[src/rtl/ebc_defs.svh]
// register offsets, field positions and reset values of the external bus control block
`ifndef EBC_DEFS_SVH
`define EBC_DEFS_SVH

// ----------------------------------------------------------------
// register byte offsets
// ----------------------------------------------------------------
`define EBC_OFF_CHIP_CFG 12'h000
`define EBC_OFF_IO_CTRL3 12'h004
`define EBC_OFF_STATUS 12'h008

// ----------------------------------------------------------------
// field positions
// ----------------------------------------------------------------
`define EBC_CFG_WIDTH_EN_BIT 1
`define EBC_CFG_ALE_MODE_BIT 3
`define EBC_CFG_WAIT_LO_BIT 4
`define EBC_CFG_WAIT_HI_BIT 5
`define EBC_IO_CONTROL_3_CLK_DIS_BIT 1
`define EBC_STAT_BUSY_BIT 0
`define EBC_STAT_WIDE_BIT 1
`define EBC_STAT_WAIT_LO_BIT 4
`define EBC_STAT_WAIT_HI_BIT 5

// ----------------------------------------------------------------
// reset values
// ----------------------------------------------------------------
`define EBC_CHIP_CFG_RST 8'h00
`define EBC_IO_CTRL3_RST 8'h00

`endif

[src/rtl/ebc_pkg.sv]
// types shared by the external bus control block
package ebc_pkg;

  typedef enum logic [1:0] {
    KIND_DATA   = 2'h0,
    KIND_FETCH  = 2'h1,
    KIND_CONFIG = 2'h2,
    KIND_VECTOR = 2'h3
  } cycle_kind_e;

  typedef enum logic [3:0] {
    ST_IDLE = 4'b0001,
    ST_ADDR = 4'b0010,
    ST_DATA = 4'b0100,
    ST_END  = 4'b1000
  } bus_state_e;

  typedef struct packed {
    cycle_kind_e kind;
    logic        write;
    logic [15:0] addr;
    logic [15:0] wdata;
  } bus_req_s;

  typedef struct packed {
    logic [15:0] rdata;
    logic        wide;
  } bus_rsp_s;

endpackage

[src/rtl/pin_sync.sv]
// two-flop synchroniser for inputs arriving from outside the clock domain
`timescale 1ns/1ps
`default_nettype none
module pin_sync #(
  parameter int W = 1
) (
  input wire logic clock,
  input wire logic reset,
  input wire logic [W-1:0] d,
  output logic [W-1:0] q
);
  logic [W-1:0] meta_r;
  logic [W-1:0] meta_nxt;
  logic [W-1:0] q_nxt;

  initial begin
    if (W < 1) $error("pin_sync: width must be at least 1");
  end

  always_comb begin
    meta_nxt = d;
    q_nxt = meta_r;
  end

  always_ff @(posedge clock) begin
    if (reset) begin
      meta_r <= '0;
      q <= '0;
    end else begin
      meta_r <= meta_nxt;
      q <= q_nxt;
    end
  end
endmodule // pin_sync
`default_nettype wire

[src/rtl/ext_bus_ctrl.sv]
// external bus control strobes, width select, divided clock and register slave
`timescale 1ns/1ps
`default_nettype none
`include "ebc_defs.svh"
module ext_bus_ctrl #(
  parameter int AW = 16
) (
  input wire logic clock,
  input wire logic reset,
  input wire logic psel,
  input wire logic penable,
  input wire logic pwrite,
  input wire logic [11:0] paddr,
  input wire logic [31:0] pwdata,
  output logic [31:0] prdata,
  output logic pready,
  output logic pslverr,
  input wire logic req_valid,
  output logic req_ready,
  input wire ebc_pkg::bus_req_s req,
  output logic rsp_valid,
  output ebc_pkg::bus_rsp_s rsp,
  input wire logic osc_input,
  input wire logic ready,
  input wire logic bus_width_select,
  input wire logic [15:0] muxed_addr_data_in,
  output logic [15:0] muxed_addr_data_out,
  output logic [15:0] muxed_addr_data_oe,
  output logic rd_n,
  output logic addr_strobe,
  output logic fetch_type_ind,
  output logic divided_clock_out,
  output logic divided_clock_oe
);
  initial begin
    if (AW != 16) $error("ext_bus_ctrl: only a 16-bit address bus is supported");
  end

  // ----------------------------------------------------------------
  // input synchronisers
  // ----------------------------------------------------------------
  logic [18:0] pins_s;
  logic osc_s, ready_s, width_s;
  logic [15:0] ad_s;

  pin_sync #(.W(19)) u_sync (
    .clock(clock),
    .reset(reset),
    .d({osc_input, ready, bus_width_select, muxed_addr_data_in}),
    .q(pins_s)
  );
  assign {osc_s, ready_s, width_s, ad_s} = pins_s;

  // ----------------------------------------------------------------
  // register slave
  // ----------------------------------------------------------------
  logic [7:0] chip_config_reg_r, chip_config_reg_nxt;
  logic [7:0] io_control_3_r, io_control_3_nxt;
  logic [31:0] prdata_nxt;
  logic [7:0] status_w;
  logic mapped;

  function automatic logic is_mapped(input logic [11:0] a);
    is_mapped = (a == `EBC_OFF_CHIP_CFG) || (a == `EBC_OFF_IO_CTRL3) || (a == `EBC_OFF_STATUS);
  endfunction

  assign mapped = is_mapped(paddr);
  assign pready = 1'b1;
  assign pslverr = psel & penable & ~mapped;

  always_comb begin
    chip_config_reg_nxt = chip_config_reg_r;
    io_control_3_nxt = io_control_3_r;
    prdata_nxt = prdata;
    if (psel & penable & pwrite) begin
      if (paddr == `EBC_OFF_CHIP_CFG) chip_config_reg_nxt = pwdata[7:0];
      if (paddr == `EBC_OFF_IO_CTRL3) io_control_3_nxt = pwdata[7:0];
    end
    if (psel & ~penable & ~pwrite) begin
      case (paddr)
        `EBC_OFF_CHIP_CFG: prdata_nxt = {24'h00_0000, chip_config_reg_r};
        `EBC_OFF_IO_CTRL3: prdata_nxt = {24'h00_0000, io_control_3_r};
        `EBC_OFF_STATUS: prdata_nxt = {24'h00_0000, status_w};
        default: prdata_nxt = 32'h0000_0000;
      endcase
    end
  end

  always_ff @(posedge clock) begin
    if (reset) begin
      chip_config_reg_r <= `EBC_CHIP_CFG_RST;
      io_control_3_r <= `EBC_IO_CTRL3_RST;
      prdata <= 32'h0000_0000;
    end else begin
      chip_config_reg_r <= chip_config_reg_nxt;
      io_control_3_r <= io_control_3_nxt;
      prdata <= prdata_nxt;
    end
  end

  logic ale_mode, width_en;
  logic [1:0] wait_max;
  assign ale_mode = chip_config_reg_r[`EBC_CFG_ALE_MODE_BIT];
  assign width_en = chip_config_reg_r[`EBC_CFG_WIDTH_EN_BIT];
  assign wait_max = chip_config_reg_r[`EBC_CFG_WAIT_HI_BIT:`EBC_CFG_WAIT_LO_BIT];

  // ----------------------------------------------------------------
  // divided clock
  // ----------------------------------------------------------------
  logic osc_prev_r, osc_prev_nxt, div_r, div_nxt;
  logic osc_rise, clk_fall, clk_rise;

  assign osc_rise = osc_s & ~osc_prev_r;
  assign clk_fall = osc_rise & div_r;
  assign clk_rise = osc_rise & ~div_r;

  always_comb begin
    osc_prev_nxt = osc_s;
    div_nxt = osc_rise ? ~div_r : div_r;
  end

  always_ff @(posedge clock) begin
    if (reset) begin
      osc_prev_r <= 1'b0;
      div_r <= 1'b0;
    end else begin
      osc_prev_r <= osc_prev_nxt;
      div_r <= div_nxt;
    end
  end

  assign divided_clock_out = div_r;
  assign divided_clock_oe = ~io_control_3_r[`EBC_IO_CONTROL_3_CLK_DIS_BIT];

  // ----------------------------------------------------------------
  // bus cycle sequencer
  // ----------------------------------------------------------------
  ebc_pkg::bus_state_e state_r, state_nxt;
  ebc_pkg::bus_req_s cur_r, cur_nxt;
  logic wide_r, wide_nxt;
  logic [1:0] wait_cnt_r, wait_cnt_nxt, last_wait_r, last_wait_nxt;
  logic rsp_valid_nxt;
  ebc_pkg::bus_rsp_s rsp_nxt;

  assign req_ready = (state_r == ebc_pkg::ST_IDLE);
  assign status_w = {2'b00, last_wait_r, 2'b00, wide_r, ~req_ready};

  always_comb begin
    state_nxt = state_r;
    cur_nxt = cur_r;
    wide_nxt = wide_r;
    wait_cnt_nxt = wait_cnt_r;
    last_wait_nxt = last_wait_r;
    rsp_valid_nxt = 1'b0;
    rsp_nxt = rsp;
    case (state_r)
      ebc_pkg::ST_IDLE: begin
        if (req_valid & clk_rise) begin
          state_nxt = ebc_pkg::ST_ADDR;
          cur_nxt = req;
          wide_nxt = width_en & width_s;
          wait_cnt_nxt = 2'b00;
        end
      end
      ebc_pkg::ST_ADDR: begin
        if (clk_fall) state_nxt = ebc_pkg::ST_DATA;
      end
      ebc_pkg::ST_DATA: begin
        // first fall is the normal transfer slot, later ones are wait states
        if (clk_fall) begin
          if (ready_s || (wait_cnt_r == wait_max)) begin
            state_nxt = ebc_pkg::ST_END;
            last_wait_nxt = wait_cnt_r;
            rsp_valid_nxt = 1'b1;
            rsp_nxt.wide = wide_r;
            rsp_nxt.rdata = cur_r.write ? 16'h0000 : (wide_r ? ad_s : {8'h00, ad_s[7:0]});
          end else begin
            wait_cnt_nxt = wait_cnt_r + 2'b01;
          end
        end
      end
      ebc_pkg::ST_END: begin
        if (clk_rise) state_nxt = ebc_pkg::ST_IDLE;
      end
      default: state_nxt = ebc_pkg::ST_IDLE;
    endcase
  end

  always_ff @(posedge clock) begin
    if (reset) begin
      state_r <= ebc_pkg::ST_IDLE;
      cur_r <= '0;
      wide_r <= 1'b0;
      wait_cnt_r <= 2'b00;
      last_wait_r <= 2'b00;
      rsp_valid <= 1'b0;
      rsp <= '0;
    end else begin
      state_r <= state_nxt;
      cur_r <= cur_nxt;
      wide_r <= wide_nxt;
      wait_cnt_r <= wait_cnt_nxt;
      last_wait_r <= last_wait_nxt;
      rsp_valid <= rsp_valid_nxt;
      rsp <= rsp_nxt;
    end
  end

  // ----------------------------------------------------------------
  // pin drivers, registered from the next state
  // ----------------------------------------------------------------
  logic rd_n_nxt, strobe_nxt, fetch_nxt;
  logic [15:0] ad_out_nxt, ad_oe_nxt;
  ebc_pkg::bus_req_s nreq;
  logic nwide;

  always_comb begin
    nreq = cur_nxt;
    nwide = wide_nxt;
    rd_n_nxt = 1'b1;
    strobe_nxt = ~ale_mode;
    fetch_nxt = 1'b0;
    ad_out_nxt = 16'h0000;
    ad_oe_nxt = 16'h0000;
    if (state_nxt != ebc_pkg::ST_IDLE) begin
      fetch_nxt = (nreq.kind == ebc_pkg::KIND_FETCH);
    end
    case (state_nxt)
      ebc_pkg::ST_ADDR: begin
        strobe_nxt = ale_mode ? 1'b1 : 1'b0;
        ad_out_nxt = nreq.addr;
        ad_oe_nxt = 16'hFFFF;
      end
      ebc_pkg::ST_DATA: begin
        strobe_nxt = ~ale_mode ? 1'b0 : 1'b0;
        rd_n_nxt = nreq.write;
        if (nwide) begin
          ad_out_nxt = nreq.wdata;
          ad_oe_nxt = nreq.write ? 16'hFFFF : 16'h0000;
        end else begin
          ad_out_nxt = {nreq.addr[15:8], nreq.wdata[7:0]};
          ad_oe_nxt = {8'hFF, nreq.write ? 8'hFF : 8'h00};
        end
      end
      ebc_pkg::ST_END: begin
        strobe_nxt = ~ale_mode;
      end
      default: begin
      end
    endcase
  end

  always_ff @(posedge clock) begin
    if (reset) begin
      rd_n <= 1'b1;
      addr_strobe <= 1'b1;
      fetch_type_ind <= 1'b0;
      muxed_addr_data_out <= 16'h0000;
      muxed_addr_data_oe <= 16'h0000;
    end else begin
      rd_n <= rd_n_nxt;
      addr_strobe <= strobe_nxt;
      fetch_type_ind <= fetch_nxt;
      muxed_addr_data_out <= ad_out_nxt;
      muxed_addr_data_oe <= ad_oe_nxt;
    end
  end
endmodule // ext_bus_ctrl
`default_nettype wire

[config.mk]
export PLATFORM = sky130hd
export DESIGN_NAME = ext_bus_ctrl
export DESIGN_NICKNAME = d
export VERILOG_FILES = /design/src/rtl/ebc_pkg.sv /design/src/rtl/pin_sync.sv /design/src/rtl/ext_bus_ctrl.sv
export VERILOG_INCLUDE_DIRS = /design/src /design/src/rtl
export SDC_FILE = /design/constraint.sdc
export NUM_CORES = 1
export LEC_CHECK = 0
export ABC_AREA = 0
export BUFFER_PORTS_ARGS = -buffer_cell sky130_fd_sc_hd__buf_4
export CAP_MARGIN = 20
export CELL_PAD_IN_SITES_DETAIL_PLACEMENT = 1
export CELL_PAD_IN_SITES_GLOBAL_PLACEMENT = 1
export CORE_MARGIN = 2
export CORE_UTILIZATION = 40
export DETAILED_ROUTE_END_ITERATION = 8
export PLACE_DENSITY = 0.9
export SLEW_MARGIN = 10
export SYNTH_ARGS = -nofsm -noshare
export SYNTH_HDL_FRONTEND = slang
export SYNTH_SLANG_ARGS = --single-unit
[constraint.sdc]
create_clock -name clock -period 3.2 [get_ports clock]
set_input_delay 0.48 -clock clock [delete_from_list [all_inputs] [get_ports clock]]
set_output_delay 0.48 -clock clock [all_outputs]
set_load 0.02 [all_outputs]
==> flow_summary.json <==
{
  "cts_root_buf": "clkbuf_16",
  "hp-class": "input pin to register",
  "clock_latency_ns": 0.42,
  "drt_wl_total_mm": 16.1,
  "r2r_cells": 5,
  "min_to": "u_sync.meta_r[6]",
  "timing.rr.start": "state_r[1]",
  "port_buffers": 144,
  "yosysWarnings": 0,
  "finalCritPeriodShare_pct": 77.4,
  "num_vias": 4947,
  "hpwl_mm": 11.1,
  "startpoint_type": "register",
  "grt_pass1_vias": 5326,
  "drive_above_1_share_pct": 25.4,
  "finalNetCount": 837,
  "finalCriticalPeriod_ns": 2.48,
  "cts.sinks": 147,
  "avgViaCountPerCell": 5.34,
  "synthArstFlopShare_pct": 0,
  "syn_to_final_growth_pct": 26.0,
  "skew_ns": 0.00997,
  "cts_buffer_depth": 2,
  "end_kind": "register",
  "postCtsSetupRepairBufs": 0,
  "overflow": 0,
  "grt_pass1_wl_mm": 26.4,
  "route.detailed.drc": 0,
  "utilization_pct": 51.5,
  "htree_levels": 4,
  "power_mw": 4.19,
  "grt_usage_pct": 20.8,
  "yosysTopAreaCellShare_pct": 49.8,
  "tns_ns": 0,
  "crit_fanout": 12,
  "max_cap_viol_count": 0,
  "critical_path.startpoint": "state_r[1]",
  "postCtsHoldBufs": 0,
  "num_antenna_cells": 0,
  "final_hold_viol_count": 0,
  "cts.clk_slew.worst_paths_ns": 0.06,
  "finalSetupViolCount": 0,
  "ant_nets": 0,
  "antenna_found_initial": 0,
  "synth_area_leaders": "dfxtp_1 (50%), nor2b_1 (5.4%), buf_4 (5.1%)",
  "seq_area_frac_synth_pct": 49.8,
  "yosysTopAreaCell": "dfxtp_1",
  "cts_tree": "built",
  "avgSynthCellArea_um2": 9.40,
  "gp_congestion": 0.858,
  "syn_area_mm2": 0.00591,
  "rr_endpoint": "muxed_addr_data_out[15]",
  "hold_start": "muxed_addr_data_in[6]",
  "rsz0062_at_grt": "no",
  "status": "finished clean",
  "chipWidth_um": 126,
  "power.density_mw_per_mm2": 562,
  "synth.distinct_cells": 55,
  "cts-buffers-inserted": 17,
  "drt_iter0_markers": 242,
  "ir_drop_mv": 0.353,
  "synthFlopType": "dfxtp_1",
  "start_util_pct": 40.8,
  "required_ns": 3.46,
  "slew_headroom_pct": 40.2,
  "power_leakage_nw": 2.93,
  "critPathArrivalTime_ns": 2.74,
  "worstMarginPinSlew_ns": 0.897,
  "finalMaxSlewViolations": 0,
  "fmax_mhz": 404,
  "holdPathStages": 2,
  "fillers": 1649,
  "grt_max_degree": 79,
  "crit_type": "register to register",
  "cts_resized": 0,
  "placementRows": 44,
  "synth_edf_count": 0,
  "ff2ff_setup_slack_ns": 0.72,
  "core_mm2": 0.0145,
  "die_h_um": 126,
  "io_pins": 194,
  "wl_per_cell_um": 17.3,
  "synthCells": 629,
  "die-area_mm2": 0.0158,
  "drt_first_pass_iters": 4,
  "yosys_register_bits": 147
}
-- cell usage after synthesis, drive strengths merged (12+ instances only) --
| master | instances |
|---|---|
| buf | 55 |
| o21ai | 53 |
| nand3 | 12 |
| clkbuf | 33 |
| a211oi | 17 |
| nand4 | 26 |
| nor2b | 51 |
| a21oi | 57 |
| nand2 | 34 |
| mux2i | 25 |
| nor2 | 24 |
| dfxtp | 147 |
-- flip-flops by register name, summed over array words and instances, names as in the netlist, 2 cells and up --
signal / flops
muxed_addr_data_out: 16
state_r: 4
prdata: 8
cur_r: 35
u_sync.q: 19
rsp: 17
muxed_addr_data_oe: 2
u_sync.meta_r: 19
wait_cnt_r: 2
last_wait_r: 2
io_control_3_r: 8
chip_config_reg_r: 8
-- critical path, cell delays in order (launching register included) --
cell and delay, ns:
dfxtp_1 0.41, or4b_4 0.28, inv_2 0.14, a22oi_1 0.72, or2_1 0.56, o32ai_1 0.20
-- routing by layer --
metal | track usage [%] | wire length [µm]
met1 | 23.7 | 6630
met2 | 37.4 | 8390
met3 | 5.05 | 734
met4 | 8.37 | 319
met5 | 0 | 0
-- through the flow --
| stage | instances | worst slack [ns] | cell area (µm²) | hold WS, ns |
|---|---|---|---|---|
| after CTS | 927 | 0.742 | 7450 | 0.255 |
| after global placement | 898 | 0.715 | 6850 | 0.424 |
| after floorplan | 652 | 1.45 | 6000 | 0.414 |
| after global routing | 927 | 0.495 | 7450 | 0.271 |
| after detailed placement | 898 | 0.681 | 6850 | 0.431 |
| final | 927 | 0.722 | 7450 | 0.274 |
-- power by group --
part	total, mW	internal [mW]	switching, mW
logic	0.249	0.108	0.141
registers	1.88	1.87	0.0150
clock network	2.06	1.35	0.708
-- final cells by class --
cell class / instances / area, µm² / share of cell area, %
Inverter: 7 / 26.3 / 0.353
Timing Repair Buffer: 150 / 1130 / 15.1
Clock inverter: 5 / 125 / 1.68
Multi-Input combinational cell: 410 / 2520 / 33.8
Sequential cell: 147 / 2940 / 39.5
Tap cell: 184 / 230 / 3.09
Clock buffer: 24 / 482 / 6.46
-- how the worst max path moves through the flow --
stage	endpoint	slack (ns)	cells past startpoint
global route	wait_cnt_r[0]	0.49	4
global placement	muxed_addr_data_out[13]	0.72	6
CTS	muxed_addr_data_out[15]	0.74	5
finish	muxed_addr_data_out[15]	0.72	5
floorplan	fetch_type_ind	1.45	4
detailed placement	muxed_addr_data_out[15]	0.68	6
-- logic make-up (layout without fill, tap and decap cells) --
group / count (synthesis) / count (layout) / share of synthesized area [%]
other: 2 / 25 / 0.127
buffers and inverters: 95 / 186 / 9.18
AOI/OAI and AO/OA: 166 / 166 / 17.1
xor gates and xnor gates: 2 / 2 / 0.296
and+or+nand+nor: 190 / 190 / 18.9
DFF: 147 / 147 / 49.8
muxes: 27 / 27 / 4.61
-- placed cells by master, fill, tap and decap left out, types with 3 or more instances in the layout --
master     Yosys  layout
clkbuf_8       0       3
nand4b_1       9       9
o31ai_1        8       8
and3_1        10      10
a211o_1        8       8
o32ai_1        8       8
clkbuf_1      33       4
buf_4         40     150
a22o_1         4       4
o211ai_1       3       3
nor2b_1       51      51
clkbuf_16      0      17
a211oi_1      16      16
inv_1          6       6
nand4_1       26      26
mux2i_1       25      25
conb_1         2      25
nand2_1       33      33
o21ai_0       53      53
nand3_1       12      12
nor4b_1        3       3
a21oi_1       57      57
nor2_1        23      23
bufinv_16      0       4
dfxtp_1      147     147
No activity file was read; power rests on OpenSTA's default activity.
